## src/rtl/port2_phy_pkg.sv

```systemverilog
// Purpose: Shared constants for the port 2 transceiver status and advertisement words.
// Assumes: Byte offsets in the host register space; each word is 16 bits wide.
// Notes:   Bit positions are indices into a 16-bit word.
package port2_phy_pkg;

    ////////////////////////////////////////////////////////////////////////////
    // Byte offsets of the words in the host register space.
    localparam logic [7:0] OFS_BASIC_STATUS  = 8'h5A;
    localparam logic [7:0] OFS_IDENT_LOW     = 8'h5C;
    localparam logic [7:0] OFS_IDENT_HIGH    = 8'h5E;
    localparam logic [7:0] OFS_ADVERT        = 8'h60;
    localparam logic [7:0] OFS_PARTNER       = 8'h62;
    localparam logic [7:0] OFS_RESERVED_LOC  = 8'h64;

    ////////////////////////////////////////////////////////////////////////////
    // Basic status word bit positions.
    localparam int BS_T4_CAPABLE    = 15;
    localparam int BS_100_FULL      = 14;
    localparam int BS_100_HALF      = 13;
    localparam int BS_10_FULL       = 12;
    localparam int BS_10_HALF       = 11;
    localparam int BS_PREAMBLE_SUP  = 6;
    localparam int BS_AN_COMPLETE   = 5;
    localparam int BS_AN_CAPABLE    = 3;
    localparam int BS_LINK_UP       = 2;
    localparam int BS_JABBER        = 1;
    localparam int BS_EXTENDED      = 0;

    ////////////////////////////////////////////////////////////////////////////
    // Advertisement and partner ability word bit positions.
    localparam int AB_NEXT_PAGE     = 15;
    localparam int AB_ACK           = 14;
    localparam int AB_REMOTE_FAULT  = 13;
    localparam int AB_PAUSE         = 10;
    localparam int AB_RSVD9         = 9;
    localparam int AB_100_FULL      = 8;
    localparam int AB_100_HALF      = 7;
    localparam int AB_10_FULL       = 6;
    localparam int AB_10_HALF       = 5;
    localparam int AB_SEL_MSB       = 4;
    localparam int AB_SEL_LSB       = 0;

    ////////////////////////////////////////////////////////////////////////////
    // Port 2 status word mirror positions, low seven bits.
    localparam int SW_AN_COMPLETE   = 6;
    localparam int SW_LINK_UP       = 5;
    localparam int SW_PARTNER_PAUSE = 4;

    ////////////////////////////////////////////////////////////////////////////
    // Fixed field values and reset values.
    localparam logic [4:0]  SELECTOR_VALUE   = 5'h01;
    localparam logic [4:0]  PARTNER_LOW_BITS = 5'h01;
    localparam logic [4:0]  ADV_RESET        = 5'h1F;
    localparam logic        RSVD9_RESET      = 1'b0;
    localparam logic [15:0] WORD_ZERO        = 16'h0000;
    localparam logic [6:0]  MIRROR_RESET     = 7'h00;
    localparam logic [4:0]  ABILITY_RESET    = 5'h00;
    localparam logic        BIT_ONE          = 1'b1;
    localparam logic        BIT_ZERO         = 1'b0;

    // True when a byte address falls on the given 16-bit word.
    function automatic logic wordHit(input logic [7:0] addr, input logic [7:0] ofs);
        wordHit = (addr[7:1] == ofs[7:1]);
    endfunction

endpackage

```

## src/rtl/adv_store_if.sv

```systemverilog
// Purpose: Carries advertisement writes and the stored bits between decode and storage.
// Assumes: All signals are on clk_sys.
// Notes:   advBits order is pause, 100 full, 100 half, 10 full, 10 half.
`timescale 1ns/1ps
`default_nettype none
interface adv_store_if;
    logic        hostWr;
    logic [1:0]  hostBe;
    logic [15:0] hostData;
    logic        cw4Wr;
    logic [4:0]  cw4Data;
    logic [4:0]  advBits;
    logic        rsvd9;

    modport ctrl (
        output hostWr,
        output hostBe,
        output hostData,
        output cw4Wr,
        output cw4Data,
        input  advBits,
        input  rsvd9
    );

    modport store (
        input  hostWr,
        input  hostBe,
        input  hostData,
        input  cw4Wr,
        input  cw4Data,
        output advBits,
        output rsvd9
    );
endinterface
`default_nettype wire

```

## src/rtl/advert_store.sv

```systemverilog
// Purpose: One storage element per writable advertisement bit; pause and ability bits shared by two write paths, bit 9 host only.
// Assumes: Host and control word 4 writes arrive on clk_sys.
// Notes:   A host write in the same cycle as a control word 4 write wins.
`timescale 1ns/1ps
`default_nettype none
module advert_store
    import port2_phy_pkg::*;
(
    // Clock and reset
    input  wire logic     clk_sys,
    input  wire logic     rstn,
    // Storage port
    adv_store_if.store    st
);

    logic [4:0] advReg;
    logic [4:0] advNext;
    logic       rsvd9Reg;
    logic       rsvd9Next;
    logic [4:0] hostVal;
    logic       hiLane;
    logic       loLane;

    ////////////////////////////////////////////////////////////////////////////
    // Byte lane merge of a host write; only writable bits are picked out.
    assign hiLane = st.hostWr & st.hostBe[1];
    assign loLane = st.hostWr & st.hostBe[0];

    assign hostVal[4] = hiLane ? st.hostData[AB_PAUSE]    : advReg[4]; // RQ9
    assign hostVal[3] = hiLane ? st.hostData[AB_100_FULL] : advReg[3]; // RQ10
    assign hostVal[2] = loLane ? st.hostData[AB_100_HALF] : advReg[2]; // RQ10
    assign hostVal[1] = loLane ? st.hostData[AB_10_FULL]  : advReg[1]; // RQ10
    assign hostVal[0] = loLane ? st.hostData[AB_10_HALF]  : advReg[0]; // RQ10

    assign advNext   = st.hostWr ? hostVal : (st.cw4Wr ? st.cw4Data : advReg); // RQ19
    assign rsvd9Next = hiLane ? st.hostData[AB_RSVD9] : rsvd9Reg;

    always_ff @(posedge clk_sys or negedge rstn) begin
        if (!rstn) begin
            advReg   <= ADV_RESET; // RQ9 RQ10
            rsvd9Reg <= RSVD9_RESET; // RQ12
        end else begin
            advReg   <= advNext;
            rsvd9Reg <= rsvd9Next;
        end
    end

    assign st.advBits = advReg; // RQ19
    assign st.rsvd9   = rsvd9Reg;

endmodule // advert_store
`default_nettype wire

```

## src/rtl/port2_phy_regs.sv

```systemverilog
// Purpose: Status, identifier, advertisement and partner ability words of port 2.
// Assumes: Status inputs come from transceiver logic on clk_sys; no synchroniser.
// Notes:   Reads return data one cycle after the read strobe, with regRdValid.
`timescale 1ns/1ps
`default_nettype none
// Operation
// [RQ1] Basic status bit 15 reads 0: no 100BASE-T4.
// [RQ2] Basic status bits 14 to 11 read 1: TX and 10BASE-T duplex modes.
// [RQ3] Bit 5 shows negotiation complete; mirrored to status word bit 6.
// [RQ4] Bit 2 shows link up; mirrored to status word bit 5.
// [RQ5] Bit 3 reads constant 1: able to auto-negotiate.
// [RQ6] Bit 0 reads 0: no extended registers.
// [RQ7] Bits 6, 1 and reserved 10 to 7 read 0.
// [RQ8] Identifier low word at 0x05C, high word at 0x05E, read only.
// [RQ9] Advert bit 10 pause, writable, reset 1, shared with control word bit 4.
// [RQ10] Advert bits 8 to 5 writable, reset 1, shared with control bits 3 to 0.
// [RQ11] Advert bits 4 to 0 read the selector value 0x01.
// [RQ12] Advert bits 15 to 11 read 0; bit 9 resets to 0.
// [RQ13] Partner bit 10 shows partner pause, reset 0; mirrored to status bit 4.
// [RQ14] Partner bits 8 to 5 show partner abilities; mirrored to status bits 3-0.
// [RQ15] Partner bits 15 to 11 and 9 read 0.
// [RQ16] Location after the partner word is reserved and reads 0.
// [RQ17] Advertised abilities are used only while negotiation is enabled.
// [RQ18] Writes to read-only and reserved fields change nothing. Reserved advert bit 9 is stored by host writes and reads back.
// [RQ19] Advert bits and control word 4 bits are one storage element.
module port2_phy_regs
    import port2_phy_pkg::*;
#(
    // Identifier values; the defaults are arbitrary.
    parameter logic [15:0] IDENT_LOW_VALUE  = 16'hA5A5,
    parameter logic [15:0] IDENT_HIGH_VALUE = 16'h5A5A
) (
    // Clock and reset
    input  wire logic        clk_sys,
    input  wire logic        rstn,
    // Host register port
    input  wire logic [7:0]  regAddr,
    input  wire logic        regWrEn,
    input  wire logic        regRdEn,
    input  wire logic [1:0]  regBe,
    input  wire logic [15:0] regWrData,
    output logic      [15:0] regRdData,
    output logic             regRdValid,
    // Transceiver status
    input  wire logic        anComplete,
    input  wire logic        linkUp,
    input  wire logic        partnerPause,
    input  wire logic [3:0]  partnerAbility,
    input  wire logic        anEnable,
    // Control word 4 shared bits
    input  wire logic        cw4WrEn,
    input  wire logic [4:0]  cw4WrData,
    output logic      [4:0]  cw4AdvBits,
    // Derived outputs
    output logic      [6:0]  statusWordMirror,
    output logic      [4:0]  advertToAn
);

    ////////////////////////////////////////////////////////////////////////////
    // Declarations.
    adv_store_if advIf ();

    logic        anCompleteReg;
    logic        linkUpReg;
    logic        partnerPauseReg;
    logic [3:0]  partnerAbilityReg;
    logic [6:0]  mirrorNext;
    logic [4:0]  advertAnNext;

    logic        hitBasic;
    logic        hitIdLow;
    logic        hitIdHigh;
    logic        hitAdvert;
    logic        hitPartner;
    logic        hitReserved;
    logic        anyBe;
    logic        advertWr;

    logic [15:0] basicWord;
    logic [15:0] advertWord;
    logic [15:0] partnerWord;
    logic [15:0] rdSel;
    logic [15:0] rdNext;
    logic        rdValidNext;

    logic        bsAnComplete;
    logic        bsLinkUp;
    logic        lpPause;
    logic        lp100Full;
    logic        lp100Half;
    logic        lp10Full;
    logic        lp10Half;

    ////////////////////////////////////////////////////////////////////////////
    // Capture of transceiver status into flip-flops.
    always_ff @(posedge clk_sys or negedge rstn) begin
        if (!rstn) begin
            anCompleteReg     <= BIT_ZERO;
            linkUpReg         <= BIT_ZERO;
            partnerPauseReg   <= BIT_ZERO;
            partnerAbilityReg <= ABILITY_RESET[3:0];
        end else begin
            anCompleteReg     <= anComplete; // RQ3
            linkUpReg         <= linkUp; // RQ4
            partnerPauseReg   <= partnerPause; // RQ13
            partnerAbilityReg <= partnerAbility; // RQ14
        end
    end

    assign bsAnComplete = anCompleteReg;
    assign bsLinkUp     = linkUpReg;
    assign lpPause      = partnerPauseReg;
    assign lp100Full    = partnerAbilityReg[3];
    assign lp100Half    = partnerAbilityReg[2];
    assign lp10Full     = partnerAbilityReg[1];
    assign lp10Half     = partnerAbilityReg[0];

    ////////////////////////////////////////////////////////////////////////////
    // Address decode.
    assign hitBasic    = wordHit(regAddr, OFS_BASIC_STATUS);
    assign hitIdLow    = wordHit(regAddr, OFS_IDENT_LOW);
    assign hitIdHigh   = wordHit(regAddr, OFS_IDENT_HIGH);
    assign hitAdvert   = wordHit(regAddr, OFS_ADVERT);
    assign hitPartner  = wordHit(regAddr, OFS_PARTNER);
    assign hitReserved = wordHit(regAddr, OFS_RESERVED_LOC);
    assign anyBe       = |regBe;

    // Only the advertisement word has writable storage; other writes are dropped.
    assign advertWr = regWrEn & hitAdvert & anyBe; // RQ18

    ////////////////////////////////////////////////////////////////////////////
    // Advertisement storage, shared with control word 4.
    assign advIf.hostWr   = advertWr;
    assign advIf.hostBe   = regBe;
    assign advIf.hostData = regWrData;
    assign advIf.cw4Wr    = cw4WrEn; // RQ19
    assign advIf.cw4Data  = cw4WrData;

    advert_store u_advert_store (
        .clk_sys (clk_sys),
        .rstn    (rstn),
        .st      (advIf.store)
    );

    assign cw4AdvBits = advIf.advBits; // RQ19

    ////////////////////////////////////////////////////////////////////////////
    // Basic status word.
    always_comb begin
        basicWord                  = WORD_ZERO; // RQ7
        basicWord[BS_T4_CAPABLE]   = BIT_ZERO; // RQ1
        basicWord[BS_100_FULL]     = BIT_ONE; // RQ2
        basicWord[BS_100_HALF]     = BIT_ONE; // RQ2
        basicWord[BS_10_FULL]      = BIT_ONE; // RQ2
        basicWord[BS_10_HALF]      = BIT_ONE; // RQ2
        basicWord[BS_PREAMBLE_SUP] = BIT_ZERO; // RQ7
        basicWord[BS_AN_COMPLETE]  = bsAnComplete; // RQ3
        basicWord[BS_AN_CAPABLE]   = BIT_ONE; // RQ5
        basicWord[BS_LINK_UP]      = bsLinkUp; // RQ4
        basicWord[BS_JABBER]       = BIT_ZERO; // RQ7
        basicWord[BS_EXTENDED]     = BIT_ZERO; // RQ6
    end

    ////////////////////////////////////////////////////////////////////////////
    // Advertisement word as read back.
    always_comb begin
        advertWord                            = WORD_ZERO; // RQ12
        advertWord[AB_NEXT_PAGE]              = BIT_ZERO; // RQ12
        advertWord[AB_REMOTE_FAULT]           = BIT_ZERO; // RQ12
        advertWord[AB_PAUSE]                  = advIf.advBits[4]; // RQ9
        advertWord[AB_RSVD9]                  = advIf.rsvd9; // RQ12
        advertWord[AB_100_FULL]               = advIf.advBits[3]; // RQ10
        advertWord[AB_100_HALF]               = advIf.advBits[2]; // RQ10
        advertWord[AB_10_FULL]                = advIf.advBits[1]; // RQ10
        advertWord[AB_10_HALF]                = advIf.advBits[0]; // RQ10
        advertWord[AB_SEL_MSB:AB_SEL_LSB]     = SELECTOR_VALUE; // RQ11
    end

    ////////////////////////////////////////////////////////////////////////////
    // Link partner ability word.
    always_comb begin
        partnerWord                           = WORD_ZERO; // RQ15
        partnerWord[AB_NEXT_PAGE]             = BIT_ZERO; // RQ15
        partnerWord[AB_ACK]                   = BIT_ZERO; // RQ15
        partnerWord[AB_REMOTE_FAULT]          = BIT_ZERO; // RQ15
        partnerWord[AB_PAUSE]                 = lpPause; // RQ13
        partnerWord[AB_RSVD9]                 = BIT_ZERO; // RQ15
        partnerWord[AB_100_FULL]              = lp100Full; // RQ14
        partnerWord[AB_100_HALF]              = lp100Half; // RQ14
        partnerWord[AB_10_FULL]               = lp10Full; // RQ14
        partnerWord[AB_10_HALF]               = lp10Half; // RQ14
        partnerWord[AB_SEL_MSB:AB_SEL_LSB]    = PARTNER_LOW_BITS;
    end

    ////////////////////////////////////////////////////////////////////////////
    // Read multiplexer; the reserved location and unmapped offsets read zero.
    assign rdSel = hitBasic    ? basicWord        :
                   hitIdLow    ? IDENT_LOW_VALUE  : // RQ8
                   hitIdHigh   ? IDENT_HIGH_VALUE : // RQ8
                   hitAdvert   ? advertWord       :
                   hitPartner  ? partnerWord      :
                   hitReserved ? WORD_ZERO        : // RQ16
                                 WORD_ZERO;

    assign rdNext      = regRdEn ? rdSel : regRdData;
    assign rdValidNext = regRdEn;

    always_ff @(posedge clk_sys or negedge rstn) begin
        if (!rstn) begin
            regRdData  <= WORD_ZERO;
            regRdValid <= BIT_ZERO;
        end else begin
            regRdData  <= rdNext;
            regRdValid <= rdValidNext;
        end
    end

    ////////////////////////////////////////////////////////////////////////////
    // Status word mirror and abilities handed to negotiation.
    always_comb begin
        mirrorNext                   = MIRROR_RESET;
        mirrorNext[SW_AN_COMPLETE]   = anCompleteReg; // RQ3
        mirrorNext[SW_LINK_UP]       = linkUpReg; // RQ4
        mirrorNext[SW_PARTNER_PAUSE] = partnerPauseReg; // RQ13
        mirrorNext[3:0]              = partnerAbilityReg; // RQ14
    end

    // With negotiation disabled nothing is advertised.
    assign advertAnNext = anEnable ? advIf.advBits : ABILITY_RESET; // RQ17

    always_ff @(posedge clk_sys or negedge rstn) begin
        if (!rstn) begin
            statusWordMirror <= MIRROR_RESET;
            advertToAn       <= ABILITY_RESET;
        end else begin
            statusWordMirror <= mirrorNext;
            advertToAn       <= advertAnNext;
        end
    end

endmodule // port2_phy_regs
`default_nettype wire

```

## config.mk

```make
export PLATFORM = sky130hd
export DESIGN_NAME = port2_phy_regs
export DESIGN_NICKNAME = d
export VERILOG_FILES = /design/src/rtl/port2_phy_pkg.sv /design/src/rtl/adv_store_if.sv /design/src/rtl/advert_store.sv /design/src/rtl/port2_phy_regs.sv
export SDC_FILE = /design/constraint.sdc
export NUM_CORES = 1
export LEC_CHECK = 0
export ABC_AREA = 1
export BUFFER_PORTS_ARGS = -buffer_cell sky130_fd_sc_hd__buf_2
export CORE_MARGIN = 3
export CORE_UTILIZATION = 31
export CTS_BUF_LIST = sky130_fd_sc_hd__clkbuf_16
export CTS_CLUSTER_DIAMETER = 150
export DETAILED_ROUTE_END_ITERATION = 10
export PLACE_DENSITY = 0.62
export RECOVER_POWER = 25
export REMOVE_ABC_BUFFERS = 1
export SLEW_MARGIN = 20
export SYNTH_ARGS = -nofsm -noshare
export SYNTH_HDL_FRONTEND = slang
export SYNTH_SLANG_ARGS = --single-unit
```

## constraint.sdc

```tcl
create_clock -name clk_sys -period 1.6 [get_ports clk_sys]
set_input_delay 0 -clock clk_sys [delete_from_list [all_inputs] [get_ports clk_sys]]
set_output_delay 0 -clock clk_sys [all_outputs]
set_load 0.02 [all_outputs]
```

==> metrics.txt <==
Clock Root Buffer clkbuf_16; Int Power 1.995 mW; Vias/cell 4.278; register area share after synthesis 59.12%; via count 1386; clk sinks 38; period utilization 66.58%; number of global-route vias before repair 1381; post-route ant nets 0; Ys Warns 0; CP startpoint kind input port; hold endpoint regRdData[14]; Sw Pwr 0.5296 mW; FF+latch area 957.2 um2; hold path start regAddr[1]; clock period minus worst slack 1.065 ns; clock-pin slew on the worst setup and hold paths 0.05 ns; DR pass1 iterations 4; GR Util All Layers 13.08%; Hold Crit Class input port to flip-flop; CP Cell Sequence dlygate4sd3_1 > buf_2 > inv_1 > o21ai_0; Overflow after GRT 0; diode count 0; H-tree Lvls 2; placer congestion estimate 0.7414; CTS tree yes; share of layout cells above drive strength 1 33.46%; DR WL/cell 11.35 um; WP data arrival 1.21 ns; worst vdd ir 0.5209 mV; worst reg2reg setup slack 0.65 ns; Slew Viols, Final 0; Die Height 78.27 um; PwrDens 1108 mW/mm2; CTS Buffer Depth 2; Layout area overhead 40.73%; Mapped Area 0.001619 mm2; Worst EP required 1.74 ns; reg2reg path depth 4; largest net degree at the start of global routing 39; Flop pwr share 41.3%; post-synth cell types 22; Max FO, Critical Path 14; area of the multi-input gates 543.0 um2; clk_lat worst skew 0.28 ns; setup violators final 0; Setup TNS Final 0 ns; IO Pins 78; RSZ-0062 raised after global routing false; outcome complete, no violations; first-pass GRT wire length 6368 um; Crit-path slowest cell dlygate4sd3_1; hold depth 3; Crit. End Element flip-flop; maxcap violations 0; Final Power 2.524 mW; Post-Route Skew 0.001861 ns; DRC errors left 0; Final #Nets 300; hpwl dp 2746 um; Std-Cell Rows 25; initial antenna violation count 0; clock share of power 49.1%; final hold viol count 0; start of the worst register-to-register path u_advert_store.st.advBits[0]; routed wire length 3679 um; cell count after synthesis 180; total CTS buffers 5; die span in x 78.27 um; DRT iter0 DRCs 96; mean post-synth cell area 8.995 um2; fillers 525; port bufs 66; Max stage delay on crit path 0.53 ns; Core ar. 0.004880 mm2; Setup Buffers After CTS 0; Slew HR 40.12%; RR Endpoint regRdData[5]; Synth Register Bits 38; fmax 938.7 MHz; critical path class input port to flip-flop; Die ar. 0.006126 mm2; leak pwr 1.315 nW; starting density of the core 33.18%; Net Sw Frac 20.98%; Tightest Pin Transition 0.8981 ns; Logic pwr share 9.5%
[routing by layer]
layer | part of all wire, % | global-route usage [%] | vias to the layer above
met1 | 45 | 17.18 | 630
met5 | 0 | 0 | -
met2 | 48 | 21.15 | 38
met3 | 4.8 | 3.211 | 4
li1 | - | - | 714
met4 | 1.5 | 4.371 | 0
[kinds of logic after synthesis]
kind of cell | synth area share (%)
and+or+nand+nor | 31.99
DFF | 59.12
buffers and inverters | 7.342
AOI/OAI and AO/OA | 1.545
[flip-flops by register name, summed over array words and instances, names as in the netlist]
register / cells
anCompleteReg: 1
advertToAn: 5
u_advert_store.st.advBits: 5
regRdData: 12
statusWordMirror: 7
bsLinkUp: 1
regRdValid: 1
lpPause: 1
partnerAbilityReg: 4
u_advert_store.st.rsvd9: 1
[stage by stage]
step	instances	setup WS (ns)	utilization, %	hold WS (ns)	cell area [um2]
6_report	324	0.5347	46.69	0.01210	2278
3_3_place_gp	305	0.5086	40.87	-0.02340	1994
5_1_grt	324	0.3420	46.69	0.03382	2278
2_1_floorplan	171	0.5703	-	-0.2956	1560
4_1_cts	324	0.5446	47.00	0.01244	2293
3_5_place_dp	305	0.4994	40.87	-0.01858	1994
[worst max-delay path: cells and delay by family]
family,cells,cell delay [ns]
AOI/OAI and AO/OA,1,0.15
buffers and inverters,3,1.05
[synthesized netlist by cell type]
library cell | instances | area (um2)
nor2_2 | 1 | 6.260
nand2_2 | 2 | 12.51
buf_4 | 4 | 30.03
o21ai_0 | 3 | 15.01
clkbuf_1 | 2 | 7.510
nor2_1 | 5 | 18.77
nand4_1 | 5 | 31.28
nand2_1 | 69 | 259.0
nand3_2 | 1 | 10.01
buf_6 | 1 | 11.26
dfrtp_1 | 33 | 825.8
nor2_8 | 1 | 20.02
or2_0 | 1 | 6.260
a21oi_1 | 1 | 5.000
dfstp_2 | 5 | 131.4
nor3_1 | 2 | 10.01
nand2_4 | 1 | 11.26
inv_1 | 16 | 60.06
nand3_4 | 1 | 17.52
nand3_1 | 23 | 115.1
o21ai_1 | 1 | 5.000
buf_2 | 2 | 10.01
[layout by cell type (no fill, tap or decap)]
cell type      synthesis  layout
nand3_1               23      23
or2_0                  1       1
buf_2                  2      66
clkbuf_2               0       1
bufinv_16              0       2
dfstp_2                5       5
nor2_1                 5       5
nor3_1                 2       2
dfrtp_1               33      33
nand4_1                5       5
clkbuf_16              0       5
inv_1                 16      16
a21oi_1                1       1
nand2_1               69      69
dlygate4sd3_1          0      11
nand2_2                2       2
nand3_4                1       1
nand2_4                1       1
nor2_2                 1       1
nor2_8                 1       1
o21ai_0                3       3
o21ai_1                1       1
clkinv_1               0       1
nand3_2                1       1
[power groups by stage]
stage	combinational (mW)	clock, mW	sequential (mW)
final	0.241	1.24	1.04
after global routing	0.270	1.31	1.05
after CTS	0.250	1.26	1.04
after detailed placement	0.229	0	1.06
after global placement	0.226	0	1.06
after floorplan	0.0590	0	1.10
[timing repair]
action | 4_1_cts | 5_1_grt
hold buffers | 11 | 0
endpoints found under the hold margin | 52 | 0
gates resized for setup | 0 | 0
endpoints found under the setup margin | 0 | 0
[layout make-up]
| type | count | share of cell area (%) |
|---|---|---|
| clock buffers | 5 | 5.491 |
| clock inverters | 3 | 2.801 |
| inverters | 16 | 2.636 |
| multi-input cells | 117 | 23.83 |
| flip-flops and latches | 38 | 42.01 |
| well taps | 67 | 3.679 |
| repair buffers | 78 | 19.55 |
[worst max-delay path by stage]
stage                             start  slack [ns]                      endpoint  depth (start not counted)
after floorplan           regRdData[14]        0.57                 regRdData[14]                          2
after global placement       regAddr[1]        0.51  u_advert_store.st.advBits[3]                          9
after detailed placement     regAddr[1]        0.50  u_advert_store.st.advBits[1]                          9
after CTS                       regRdEn        0.54                  regRdData[4]                          4
after global routing               rstn        0.34                 advertToAn[2]                          3
final                           regRdEn        0.53                 regRdData[13]                          4
No activity file was read; power rests on OpenSTA's default activity.
